<file path="config.mk">
export PLATFORM = sky130hd
export DESIGN_NAME = dmacc_ctx
export DESIGN_NICKNAME = d
export VERILOG_FILES = /design/src/dmacc_pkg.sv /design/src/dmacc_code_sel.sv /design/src/dmacc_ctx.sv
export SDC_FILE = /design/constraint.sdc
export NUM_CORES = 1
export LEC_CHECK = 0
export BUFFER_PORTS_ARGS = -buffer_cell sky130_fd_sc_hd__buf_2
export CAP_MARGIN = 5
export CORE_UTILIZATION = 51
export CTS_BUF_LIST = sky130_fd_sc_hd__clkbuf_16
export CTS_CLUSTER_DIAMETER = 60
export CTS_CLUSTER_SIZE = 8
export DETAILED_ROUTE_END_ITERATION = 6
export HOLD_SLACK_MARGIN = 0.08
export PLACE_DENSITY = 0.77
export SLEW_MARGIN = 0
export SYNTH_ARGS = -nofsm -noshare
export SYNTH_HDL_FRONTEND = slang
export SYNTH_SLANG_ARGS = --single-unit
</file>
<file path="constraint.sdc">
create_clock -name ref_clk -period 2.51 [get_ports ref_clk]
set_input_delay 0.251 -clock ref_clk [delete_from_list [all_inputs] [get_ports ref_clk]]
set_output_delay 0.251 -clock ref_clk [all_outputs]
set_load 0.02 [all_outputs]
</file>
<file path="src/dmacc_pkg.sv">
package dmacc_pkg;

  localparam logic [3:0] OFS_CTRL_SET = 4'h0;
  localparam logic [3:0] OFS_CTRL_CLR = 4'h4;
  localparam logic [3:0] OFS_DESC_PTR = 4'h8;
  localparam logic [3:0] OFS_RETRY = 4'hC;

  localparam int BIT_RUN = 15;
  localparam int BIT_WAKE = 12;
  localparam int BIT_DEAD = 11;
  localparam int BIT_ACTIVE = 10;
  localparam int SPD_LSB = 5;
  localparam int CODE_LSB = 0;
  localparam int PTR_CNT_W = 4;

  localparam logic RUN_RST = 1'b0;
  localparam logic DEAD_RST = 1'b0;
  localparam logic ACTIVE_RST = 1'b0;
  localparam logic [2:0] SPD_RST = 3'h0;
  localparam logic [4:0] CODE_RST = 5'h00;
  localparam logic [31:0] PTR_RST = 32'h0000_0000;
  localparam logic [3:0] RETRY_RST = 4'h3;

  localparam logic [2:0] SPD_100 = 3'h0;
  localparam logic [2:0] SPD_200 = 3'h1;
  localparam logic [2:0] SPD_400 = 3'h2;

  localparam logic [4:0] ACK_COMPLETE = 5'h01;
  localparam logic [4:0] ACK_PENDING = 5'h02;
  localparam logic [4:0] ACK_BUSY_X = 5'h04;
  localparam logic [4:0] ACK_BUSY_A = 5'h05;
  localparam logic [4:0] ACK_BUSY_B = 5'h06;
  localparam logic [4:0] EVT_UNDERRUN = 5'h14;
  localparam logic [4:0] EVT_DESC_READ = 5'h16;
  localparam logic [4:0] EVT_DATA_READ = 5'h17;
  localparam logic [4:0] EVT_UNKNOWN = 5'h1E;

  localparam logic [1:0] RESP_OKAY = 2'h0;
  localparam logic [1:0] RESP_SLVERR = 2'h2;

  typedef enum logic [1:0] {
    ST_IDLE = 2'b00,
    ST_FETCH = 2'b01,
    ST_XFER = 2'b10,
    ST_HALT = 2'b11
  } dmacc_state_t;

  // one finished packet as reported by the link core
  typedef struct packed {
    logic [4:0] link_ack;
    logic [2:0] speed;
    logic no_ack_pkt;
    logic underrun;
    logic data_read_err;
    logic last;
  } dmacc_pkt_evt_t;

endpackage

</file>
<file path="src/dmacc_code_sel.sv">
`timescale 1ns/10ps
module dmacc_code_sel (
  input wire dmacc_pkg::dmacc_pkt_evt_t evt,
  output logic [4:0] code
);

  always_comb begin
    if (evt.underrun) begin
      code = dmacc_pkg::EVT_UNDERRUN;
    end else if (evt.data_read_err) begin
      code = dmacc_pkg::EVT_DATA_READ;
    end else if (evt.no_ack_pkt) begin
      code = dmacc_pkg::ACK_COMPLETE;
    end else begin
      case (evt.link_ack)
        // busy codes arrive only after the retry limit ran out
        dmacc_pkg::ACK_COMPLETE,
        dmacc_pkg::ACK_PENDING,
        dmacc_pkg::ACK_BUSY_X,
        dmacc_pkg::ACK_BUSY_A,
        dmacc_pkg::ACK_BUSY_B: code = evt.link_ack;
        5'h00, 5'h03, 5'h07, 5'h08, 5'h09, 5'h0A, 5'h0B, 5'h0C, 5'h0F,
        5'h1B, 5'h1C, 5'h1D: code = dmacc_pkg::EVT_UNKNOWN;
        default: code = evt.link_ack;
      endcase
    end
  end

endmodule

</file>
<file path="src/dmacc_ctx.sv">
// The implementer's own choices: register access over AXI4-Lite and the register addresses.
`timescale 1ns/10ps
module dmacc_ctx #(
  parameter bit IS_RECEIVE = 1'b1
) (
  input wire logic ref_clk,
  input wire logic reset,
  // axi4-lite slave
  input wire logic [3:0] s_axi_awaddr,
  input wire logic s_axi_awvalid,
  output logic s_axi_awready,
  input wire logic [31:0] s_axi_wdata,
  input wire logic [3:0] s_axi_wstrb,
  input wire logic s_axi_wvalid,
  output logic s_axi_wready,
  output logic [1:0] s_axi_bresp,
  output logic s_axi_bvalid,
  input wire logic s_axi_bready,
  input wire logic [3:0] s_axi_araddr,
  input wire logic s_axi_arvalid,
  output logic s_axi_arready,
  output logic [31:0] s_axi_rdata,
  output logic [1:0] s_axi_rresp,
  output logic s_axi_rvalid,
  input wire logic s_axi_rready,
  // descriptor fetch port
  output logic fetch_req,
  output logic [31:0] fetch_addr,
  input wire logic fetch_ack,
  input wire logic fetch_err,
  input wire logic [31:0] fetch_next_ptr,
  // packet completion from the link core
  input wire logic pkt_done,
  input wire dmacc_pkg::dmacc_pkt_evt_t pkt_evt,
  input wire logic fatal_err,
  // status to the rest of the controller
  output logic run,
  output logic active,
  output logic [3:0] transmit_retry_limit
);

  function automatic logic [31:0] strb_mask(input logic [3:0] s);
    strb_mask = {{8{s[3]}}, {8{s[2]}}, {8{s[1]}}, {8{s[0]}}};
  endfunction

  function automatic logic is_ctrl(input logic [3:0] a);
    is_ctrl = (a == dmacc_pkg::OFS_CTRL_SET) ||
              (a == dmacc_pkg::OFS_CTRL_CLR);
  endfunction

  function automatic logic is_mapped(input logic [3:0] a);
    is_mapped = is_ctrl(a) || (a == dmacc_pkg::OFS_DESC_PTR) ||
                (a == dmacc_pkg::OFS_RETRY);
  endfunction

  // ---------------- bus slave state ----------------
  logic aw_full_q, aw_full_d;
  logic [3:0] aw_addr_q, aw_addr_d;
  logic w_full_q, w_full_d;
  logic [31:0] w_data_q, w_data_d;
  logic [3:0] w_strb_q, w_strb_d;
  logic bvalid_q, bvalid_d;
  logic [1:0] bresp_q, bresp_d;
  logic rvalid_q, rvalid_d;
  logic [1:0] rresp_q, rresp_d;
  logic [31:0] rdata_q, rdata_d;
  logic awready_q, awready_d;
  logic wready_q, wready_d;
  logic arready_q, arready_d;

  // ---------------- context state ----------------
  dmacc_pkg::dmacc_state_t state_q, state_d;
  logic run_q, run_d;
  logic wake_q, wake_d;
  logic dead_q, dead_d;
  logic active_q, active_d;
  logic [2:0] spd_q, spd_d;
  logic [4:0] code_q, code_d;
  logic [31:0] ptr_q, ptr_d;
  logic [3:0] retry_q, retry_d;
  logic fetch_req_q, fetch_req_d;

  logic wr_fire;
  logic [31:0] wr_bits;
  logic [4:0] evt_code;
  logic [31:0] ctrl_word;

  dmacc_code_sel u_code_sel (
    .evt(pkt_evt),
    .code(evt_code)
  );

  assign wr_fire = aw_full_q && w_full_q && !bvalid_q;
  assign wr_bits = w_data_q & strb_mask(w_strb_q);

  localparam int BIT_RUN_I = dmacc_pkg::BIT_RUN;
  localparam int BIT_WAKE_I = dmacc_pkg::BIT_WAKE;
  localparam int BIT_DEAD_I = dmacc_pkg::BIT_DEAD;
  localparam int BIT_ACTIVE_I = dmacc_pkg::BIT_ACTIVE;

  always_comb begin
    ctrl_word = 32'h0000_0000;
    ctrl_word[BIT_RUN_I] = run_q;
    ctrl_word[BIT_WAKE_I] = wake_q;
    ctrl_word[BIT_DEAD_I] = dead_q;
    ctrl_word[BIT_ACTIVE_I] = active_q;
    // spd left at zero on transmit contexts, where it means nothing
    ctrl_word[dmacc_pkg::SPD_LSB +: 3] = IS_RECEIVE ? spd_q : 3'h0;
    ctrl_word[dmacc_pkg::CODE_LSB +: 5] = code_q;
  end

  // address and data may arrive in either order; each is held until both
  always_comb begin
    aw_full_d = aw_full_q;
    aw_addr_d = aw_addr_q;
    w_full_d = w_full_q;
    w_data_d = w_data_q;
    w_strb_d = w_strb_q;
    bvalid_d = bvalid_q;
    bresp_d = bresp_q;
    rvalid_d = rvalid_q;
    rresp_d = rresp_q;
    rdata_d = rdata_q;
    if (s_axi_awvalid && awready_q) begin
      aw_full_d = 1'b1;
      aw_addr_d = s_axi_awaddr;
    end
    if (s_axi_wvalid && wready_q) begin
      w_full_d = 1'b1;
      w_data_d = s_axi_wdata;
      w_strb_d = s_axi_wstrb;
    end
    if (wr_fire) begin
      aw_full_d = 1'b0;
      w_full_d = 1'b0;
      bvalid_d = 1'b1;
      bresp_d = is_mapped(aw_addr_q) ? dmacc_pkg::RESP_OKAY :
                                       dmacc_pkg::RESP_SLVERR;
    end else if (bvalid_q && s_axi_bready) begin
      bvalid_d = 1'b0;
    end
    if (s_axi_arvalid && arready_q) begin
      rvalid_d = 1'b1;
      rresp_d = is_mapped(s_axi_araddr) ? dmacc_pkg::RESP_OKAY :
                                          dmacc_pkg::RESP_SLVERR;
      if (is_ctrl(s_axi_araddr)) begin
        rdata_d = ctrl_word;
      end else if (s_axi_araddr == dmacc_pkg::OFS_DESC_PTR) begin
        rdata_d = ptr_q;
      end else if (s_axi_araddr == dmacc_pkg::OFS_RETRY) begin
        rdata_d = {28'h0000000, retry_q};
      end else begin
        rdata_d = 32'h0000_0000;
      end
    end else if (rvalid_q && s_axi_rready) begin
      rvalid_d = 1'b0;
    end
    // one write and one read at a time: ready drops while a slot is busy
    awready_d = !aw_full_d && !bvalid_d;
    wready_d = !w_full_d && !bvalid_d;
    arready_d = !rvalid_d;
  end

  always_ff @(posedge ref_clk) begin
    if (reset) begin
      aw_full_q <= 1'b0;
      aw_addr_q <= 4'h0;
      w_full_q <= 1'b0;
      w_data_q <= 32'h0000_0000;
      w_strb_q <= 4'h0;
      bvalid_q <= 1'b0;
      bresp_q <= dmacc_pkg::RESP_OKAY;
      rvalid_q <= 1'b0;
      rresp_q <= dmacc_pkg::RESP_OKAY;
      rdata_q <= 32'h0000_0000;
      awready_q <= 1'b0;
      wready_q <= 1'b0;
      arready_q <= 1'b0;
    end else begin
      aw_full_q <= aw_full_d;
      aw_addr_q <= aw_addr_d;
      w_full_q <= w_full_d;
      w_data_q <= w_data_d;
      w_strb_q <= w_strb_d;
      bvalid_q <= bvalid_d;
      bresp_q <= bresp_d;
      rvalid_q <= rvalid_d;
      rresp_q <= rresp_d;
      rdata_q <= rdata_d;
      awready_q <= awready_d;
      wready_q <= wready_d;
      arready_q <= arready_d;
    end
  end

  // ---------------- context control ----------------
  logic sw_set_run, sw_clr_run, sw_set_wake;

  always_comb begin
    sw_set_run = wr_fire && aw_addr_q == dmacc_pkg::OFS_CTRL_SET &&
                 wr_bits[BIT_RUN_I];
    sw_clr_run = wr_fire && aw_addr_q == dmacc_pkg::OFS_CTRL_CLR &&
                 wr_bits[BIT_RUN_I];
    sw_set_wake = wr_fire && aw_addr_q == dmacc_pkg::OFS_CTRL_SET &&
                  wr_bits[BIT_WAKE_I];
  end

  always_comb begin
    state_d = state_q;
    run_d = run_q;
    wake_d = wake_q;
    dead_d = dead_q;
    spd_d = spd_q;
    code_d = code_q;
    ptr_d = ptr_q;
    retry_d = retry_q;
    fetch_req_d = fetch_req_q;
    // only software moves run; hardware touches it at reset alone
    if (sw_set_run) begin
      run_d = 1'b1;
    end else if (sw_clr_run) begin
      run_d = 1'b0;
    end
    if (wr_fire && aw_addr_q == dmacc_pkg::OFS_DESC_PTR) begin
      ptr_d = (ptr_q & ~strb_mask(w_strb_q)) | wr_bits;
    end
    if (wr_fire && aw_addr_q == dmacc_pkg::OFS_RETRY) begin
      retry_d = w_strb_q[0] ? wr_bits[3:0] : retry_q;
    end
    case (state_q)
      dmacc_pkg::ST_IDLE: begin
        // a pointer with zero count is never fetched
        if (run_q && wake_q &&
            ptr_q[dmacc_pkg::PTR_CNT_W-1:0] != 4'h0) begin
          state_d = dmacc_pkg::ST_FETCH;
          fetch_req_d = 1'b1;
        end
      end
      dmacc_pkg::ST_FETCH: begin
        if (fetch_err) begin
          fetch_req_d = 1'b0;
          code_d = dmacc_pkg::EVT_DESC_READ;
          state_d = dmacc_pkg::ST_HALT;
        end else if (fetch_ack) begin
          fetch_req_d = 1'b0;
          wake_d = 1'b0;
          ptr_d = fetch_next_ptr;
          state_d = dmacc_pkg::ST_XFER;
        end
      end
      dmacc_pkg::ST_XFER: begin
        if (pkt_done) begin
          code_d = evt_code;
          if (IS_RECEIVE) begin
            spd_d = pkt_evt.speed;
          end
          if (pkt_evt.last ||
              ptr_d[dmacc_pkg::PTR_CNT_W-1:0] == 4'h0) begin
            state_d = dmacc_pkg::ST_IDLE;
          end else begin
            state_d = dmacc_pkg::ST_FETCH;
            fetch_req_d = 1'b1;
          end
        end
      end
      dmacc_pkg::ST_HALT: begin
        state_d = dmacc_pkg::ST_HALT;
      end
      default: state_d = dmacc_pkg::ST_IDLE;
    endcase
    if (fatal_err && state_q != dmacc_pkg::ST_IDLE) begin
      state_d = dmacc_pkg::ST_HALT;
      fetch_req_d = 1'b0;
    end
    // a software clear of run stops work and releases the halt
    if (!run_d && state_d != dmacc_pkg::ST_IDLE) begin
      state_d = dmacc_pkg::ST_IDLE;
      fetch_req_d = 1'b0;
    end
    if (state_d == dmacc_pkg::ST_HALT) begin
      dead_d = 1'b1;
    end else if (sw_clr_run) begin
      dead_d = 1'b0;
    end
    // a late resume request beats the fetch that clears it
    if (sw_set_wake) begin
      wake_d = 1'b1;
    end
    active_d = state_d == dmacc_pkg::ST_FETCH ||
               state_d == dmacc_pkg::ST_XFER;
  end

  always_ff @(posedge ref_clk) begin
    if (reset) begin
      state_q <= dmacc_pkg::ST_IDLE;
      run_q <= dmacc_pkg::RUN_RST;
      wake_q <= 1'b0;
      dead_q <= dmacc_pkg::DEAD_RST;
      active_q <= dmacc_pkg::ACTIVE_RST;
      spd_q <= dmacc_pkg::SPD_RST;
      code_q <= dmacc_pkg::CODE_RST;
      ptr_q <= dmacc_pkg::PTR_RST;
      retry_q <= dmacc_pkg::RETRY_RST;
      fetch_req_q <= 1'b0;
    end else begin
      state_q <= state_d;
      run_q <= run_d;
      wake_q <= wake_d;
      dead_q <= dead_d;
      active_q <= active_d;
      spd_q <= spd_d;
      code_q <= code_d;
      ptr_q <= ptr_d;
      retry_q <= retry_d;
      fetch_req_q <= fetch_req_d;
    end
  end

  // control and pointer registers both live in this context
  assign s_axi_awready = awready_q;
  assign s_axi_wready = wready_q;
  assign s_axi_bvalid = bvalid_q;
  assign s_axi_bresp = bresp_q;
  assign s_axi_arready = arready_q;
  assign s_axi_rvalid = rvalid_q;
  assign s_axi_rresp = rresp_q;
  assign s_axi_rdata = rdata_q;
  assign fetch_req = fetch_req_q;
  assign fetch_addr = {ptr_q[31:4], 4'h0};
  assign run = run_q;
  assign active = active_q;
  assign transmit_retry_limit = retry_q;

endmodule

</file>
==> key figures, run 1 <==
Logic synthesis
  • YS warnings: 0
  • Synthesized area per cell: 8.33 um2
  • Unique masters post-synth: 49
  • Synthesized cell area: 5790 um2
  • Syn Inst Count: 695
  • Dominant synthesized flop cell: dfxtp_1
  • Flops & latches, synth: 132
  • Async S/R FF share, synth: 0%
  • Sequential-to-total area share from yosys stat: 45.6%
  • Post-synth EDFFs: 0

Clock network
  • Sink Count: 132
  • CTS root buffer: clkbuf_16
  • CTS clk-pin slew, worst paths: 0.06 ns
  • Setup bufs post-CTS: 0
  • Post-cts resize count: 0
  • TritonCTS buffer count: 17
  • H-tree depth: 4
  • Clk buf depth: 2
  • Clock Latency Late Sink: 0.41 ns
  • CTS tree: yes

Worst setup path
  • Worst-path maximum fanout: 6
  • WP data required: 2.78 ns
  • Crit path capture type: register
  • Crit path max-delay family: simple AND/OR/NAND/NOR gates
  • Critical Setup Path Class: register to register
  • Worst path buffer plus inverter count: 0
  • Worst EP arrival: 2.50 ns
  • Worst-path cell chain: nand4b_1 > nor4_2 > mux2_4 > a221oi_2 > nor3b_1 > ha_1 > nor2b_1
  • Critical path's slowest cell: dfxtp_1
  • Crit-path max cell delay: 0.48 ns
  • Critical path launch point type: register

Worst hold path
  • Hold WC Path Type: primary input to register

Global routing
  • Largest net degree at the start of global routing: 66
  • GRT overflow: 0
  • Vias in the first global route: 5009
  • Antenna violations before repair: 0
  • Tot GR Track Use: 26.5%
  • First-pass GRT wire length: 24100 um

Final layout
  • Ant. Diodes: 0
  • Most frequent cells in the layout: buf_2, nand2_1, dfxtp_1, a21oi_1, nor2_1
  • Layout Area Growth over Synthesis: 24.3%
  • Commonest non-fill, non-tap cell in the layout: buf_2
  • Final Util: 65.8%
  • Final net count: 938
  • Share of post-route cells with drive strength above 1: 27.2%
  • Finished Cell Area: 7200 um2
  • Final Non-Filler Cells: 990

Timing
  • Normalized max-slew margin: 48.8%
  • Total negative slack: 0 ns
  • Clk_skew: 0.0102 ns
  • Fin. max-slew vios: 0
  • RSZ-0062 raised after global routing: false
  • FMAX: 449 MHz
  • Worst-margin pin slew: 0.768 ns
  • Setup violations, final: 0
  • Fin crit period: 2.23 ns
  • Final Cycle Share: 88.7%
  • Hold violation count in the final report: 0

Pwr
  • Power per cell area: 671 nW/um2
  • VDD IR-drop max: 0.408 mV
  • Power Total: 4.83 mW
  • P_leak: 2.92 nW

Place
  • PortBufs: 172
  • DP HPWL: 10600 um
  • Placed cells: 940
  • RD Place Congestion: 0.846
  • Placed cell areas: 6480 um2

Routing
  • Avg Vias per Cell: 5.54
  • DR iter-0 viols: 514
  • Drt pass-1 iters: 6
  • Via count: 5486
  • WL/cell: 15.4 um
  • Routed WL: 15300 um
  • # DRC: 0
  • Final ANT Viol Nets: 0

Run status
  • Status: finished clean

Die
  • Die area: 11800 um2
  • Die H: 109 um
  • Initial Util: 53.0%
  • Core area: 10900 um2
  • Ports: 179
  • Width of the die: 109 um
  • Row Count: 38

Run
  • Max_cap viols: 0
==> layer usage <==
| layer | vias to the layer above | wire (um) | track usage (%) |
|---|---|---|---|
| li1 | 2679 | - | - |
| met1 | 2535 | 6690 | 34.7 |
| met2 | 243 | 7020 | 41.7 |
| met3 | 29 | 1180 | 6.57 |
| met4 | 0 | 377 | 10.9 |
| met5 | - | 0 | 0 |
==> per-stage QoR <==
stage	setup slack (ns)	hold WS [ns]
after global placement	0.398	0.434
after CTS	0.266	0.0806
final	0.284	0.0949
after floorplan	0.312	0.357
after global routing	0.128	0.0812
after detailed placement	0.333	0.442
==> sequential cells by signal (all words and copies together), names as in the netlist, 2 cells and up <==
register / count
ptr_q: 32
s_axi_rdata: 32
w_data_q: 32
code_q: 5
aw_addr_q: 4
transmit_retry_limit: 4
w_strb_q: 4
spd_q: 3
state_q: 2
==> power by group <==
group | total (mW) | switching (mW) | internal (mW)
clock | 2.25 | 0.843 | 1.41
combinational | 0.382 | 0.227 | 0.155
sequential | 2.19 | 0.0423 | 2.15
==> logic make-up after synthesis <==
kind of cell               share of synthesized area [%]
and+or+nand+nor                                     24.3
AOI/OAI and AO/OA                                   19.0
DFF                                                 45.6
buffers and inverters                               8.47
muxes                                               2.33
adders and majority gates                          0.216
other                                             0.0648
==> worst register-to-register path: cells and delay by family, from the launching register on <==
family	cells	cell delay [ns]
AOI/OAI and AO/OA	1	0.29
adders and majority gates	1	0.30
DFF	1	0.48
muxes	1	0.36
and+or+nand+nor	4	0.67
==> cell usage after synthesis, types with 2 or more instances <==
| library cell | n | area (um2) |
|---|---|---|
| mux2i_1 | 12 | 120 |
| nand2_1 | 145 | 544 |
| nor3_1 | 14 | 70.1 |
| a211o_1 | 2 | 17.5 |
| buf_6 | 3 | 33.8 |
| a311oi_1 | 4 | 35.0 |
| nor2_1 | 65 | 244 |
| nand4b_1 | 2 | 17.5 |
| a211oi_1 | 15 | 113 |
| clkbuf_1 | 34 | 128 |
| o21ai_0 | 5 | 25.0 |
| nor4_1 | 7 | 43.8 |
| buf_2 | 8 | 40.0 |
| a221oi_1 | 14 | 123 |
| buf_1 | 5 | 18.8 |
| nor2b_1 | 10 | 62.6 |
| and2_1 | 3 | 18.8 |
| inv_1 | 4 | 15.0 |
| nand3_1 | 48 | 240 |
| dfxtp_1 | 132 | 2640 |
| nand3b_1 | 2 | 15.0 |
| buf_4 | 34 | 255 |
| a311oi_2 | 20 | 300 |
| a21oi_1 | 75 | 375 |
| nand2b_1 | 7 | 43.8 |
| o21bai_1 | 2 | 15.0 |
==> repair_timing <==
| item | CTS | global route |
|---|---|---|
| hold buffers | 19 | 0 |
| endpoints found under the setup margin | 0 | 0 |
| hold endpoints to repair | 19 | 0 |
==> cell type report <==
class | instances | area (um2)
fill | 906 | 3740
multi-input combinational | 480 | 2680
sequential | 132 | 2640
timing repair buffer | 203 | 1160
clock buffer | 17 | 425
tap | 140 | 175
clock inverter | 14 | 106
inverter | 4 | 15.0
==> worst paths after layout <==
path                                               endpoint  slack (ns)  cells past startpoint                        start
worst min-delay path              w_data_q[28]$_SDFFE_PP0P_        0.09                      3              s_axi_wdata[28]
worst max-delay path                      active$_SDFF_PP0_        0.28                      7         aw_full_q$_SDFF_PP0_
worst max register to register            active$_SDFF_PP0_        0.28                      7         aw_full_q$_SDFF_PP0_
worst min register to register  s_axi_rdata[8]$_SDFFE_PP0P_        0.45                      2  s_axi_rdata[8]$_SDFFE_PP0P_
(Power assumes the default switching activity.)
==> run 2, diff against run 1 <==
==> constraint.sdc (replaced) <==
create_clock -name ref_clk -period 2.51 [get_ports ref_clk]
set_input_delay 0.3765 -clock ref_clk [delete_from_list [all_inputs] [get_ports ref_clk]]
set_output_delay 0.3765 -clock ref_clk [all_outputs]
set_load 0.02 [all_outputs]
==> run 2 against run 1 <==
Non-clock buffer count shrank 19. Worst hold slack better by 0.10 ns. Clock skew about the same. Combinational power is 6.0% lower. Fmax about the same. Clock power grew 32%. Routed wire length grew 1.3%. Critical endpoint unchanged. Largest cell class unchanged. Highest routed layer unchanged.
==> key figures, run 2 (synthesis results as in run 1) <==
Routing
  • Routed WL: 15500 um
  • Final ANT Viol Nets: 0
  • DR iter-0 viols: 427
  • WL/cell: 15.9 um
  • Via count: 5412
  • Drt pass-1 iters: 5
  • # DRC: 0
  • Avg Vias per Cell: 5.57

Global routing
  • Antenna violations before repair: 0
  • GRT overflow: 0
  • Vias in the first global route: 5003
  • GR peak layer: met2
  • M1 GR Usage: 34.2%
  • Met2 usage: 42.9%
  • Largest net degree at the start of global routing: 66
  • Met3 Use GR: 5.49%
  • Tot GR Track Use: 26.6%
  • First-pass GRT wire length: 24100 um

Timing
  • Normalized max-slew margin: 49.4%
  • Fin crit period: 2.23 ns
  • Worst-margin pin slew: 0.759 ns
  • RSZ-0062 raised after global routing: false
  • Fin. max-slew vios: 0
  • FMAX: 449 MHz
  • Setup violations, final: 0
  • Hold WS: 0.198 ns
  • Hold violation count in the final report: 0
  • Clk_skew: 0.00997 ns
  • Total negative slack: 0 ns
  • Final Cycle Share: 88.7%

Die
  • Die area: 11800 um2
  • Core area: 10900 um2
  • Die H: 109 um
  • Width of the die: 109 um
  • Initial Util: 53.0%
  • Ports: 179
  • Row Count: 38

Worst setup path
  • Crit path max-delay family: simple AND/OR/NAND/NOR gates
  • Critical path's slowest cell: dfxtp_1
  • Worst path buffer plus inverter count: 0
  • Worst-path cell chain: nand2b_1 > nor4_2 > mux2_4 > a221oi_2 > nor3b_1 > ha_1 > nor2b_1
  • Critical Setup Path Class: register to register
  • Worst EP arrival: 2.50 ns
  • Worst-path maximum fanout: 4
  • WP data required: 2.78 ns
  • Critical path launch point type: register
  • Crit path capture type: register
  • Crit-path max cell delay: 0.41 ns

Place
  • RD Place Congestion: 0.854
  • DP HPWL: 10600 um
  • PortBufs: 172

Final layout
  • Filler instances: 884
  • Share of post-route cells with drive strength above 1: 28.8%
  • Layout Area Growth over Synthesis: 24.1%
  • Most frequent cells in the layout: buf_2, nand2_1, dfxtp_1, a21oi_1, nor2_1
  • Ant. Diodes: 0
  • Final net count: 919
  • Commonest non-fill, non-tap cell in the layout: buf_2

Clock network
  • H-tree depth: 4
  • CTS root buffer: clkbuf_16
  • CTS clk-pin slew, worst paths: 0.06 ns
  • Clock Latency Late Sink: 0.42 ns
  • Hold-fix buffers at CTS: 0
  • TritonCTS buffer count: 17
  • Clk buf depth: 2
  • CTS tree: yes
  • Sink Count: 132
  • Post-cts resize count: 0
  • Setup bufs post-CTS: 0

Pwr
  • P_leak: 2.91 nW
  • VDD IR-drop max: 0.449 mV
  • Power Total: 5.52 mW
  • Power per cell area: 768 nW/um2

Worst hold path
  • Hold WC Path Type: primary input to register

Run status
  • Status: finished clean

Run
  • Max_cap viols: 0
==> run 2: area by class of cell <==
type	instances	area [um2]	share of cell area, %
multi-input combinational	480	2680	37.3
inverter	4	15.0	0.209
clock inverter	15	285	3.97
timing repair buffer	184	966	13.4
tap	140	175	2.44
sequential	132	2640	36.8
clock buffer	17	425	5.92
==> run 2: layer usage <==
metal / part of all wire (%) / vias up
met3: 7.2 / 39
met1: 43 / 2490
met2: 47 / 239
met4: 2.9 / 0
li1: - / 2644
met5: 0 / -
==> run 2: worst reg2reg max path: stages, from the launching register on <==
cell      delay, ns
dfxtp_1        0.41
nand2b_1       0.15
nor4_2         0.32
mux2_4         0.36
a221oi_2       0.32
nor3b_1        0.10
ha_1           0.30
nor2b_1        0.12
==> run 2: power breakdown <==
group / leakage, nW / internal (mW) / switching (mW)
clock network: 0.344 / 2.06 / 0.915
registers: 1.07 / 2.15 / 0.0432
logic: 1.49 / 0.136 / 0.224
==> run 2: per-stage QoR <==
step | setup slack (ns) | utilization, % | instances | instance area (um2)
after CTS | 0.290 | 65.7 | 972 | 7190
after global placement | 0.398 | 59.2 | 940 | 6480
after floorplan | 0.312 | - | 700 | 5810
after detailed placement | 0.314 | 59.2 | 940 | 6480
final | 0.284 | 65.7 | 972 | 7190
after global routing | 0.173 | 65.7 | 972 | 7190
==> run 2: worst paths after layout <==
kind,start,endpoint,slack [ns],cells after the start
max reg2reg,w_full_q$_SDFF_PP0_,active$_SDFF_PP0_,0.28,7
min,s_axi_wdata[14],w_data_q[14]$_SDFFE_PP0P_,0.20,3
max,w_full_q$_SDFF_PP0_,active$_SDFF_PP0_,0.28,7
min reg2reg,s_axi_rdata[14]$_SDFFE_PP0P_,s_axi_rdata[14]$_SDFFE_PP0P_,0.44,2
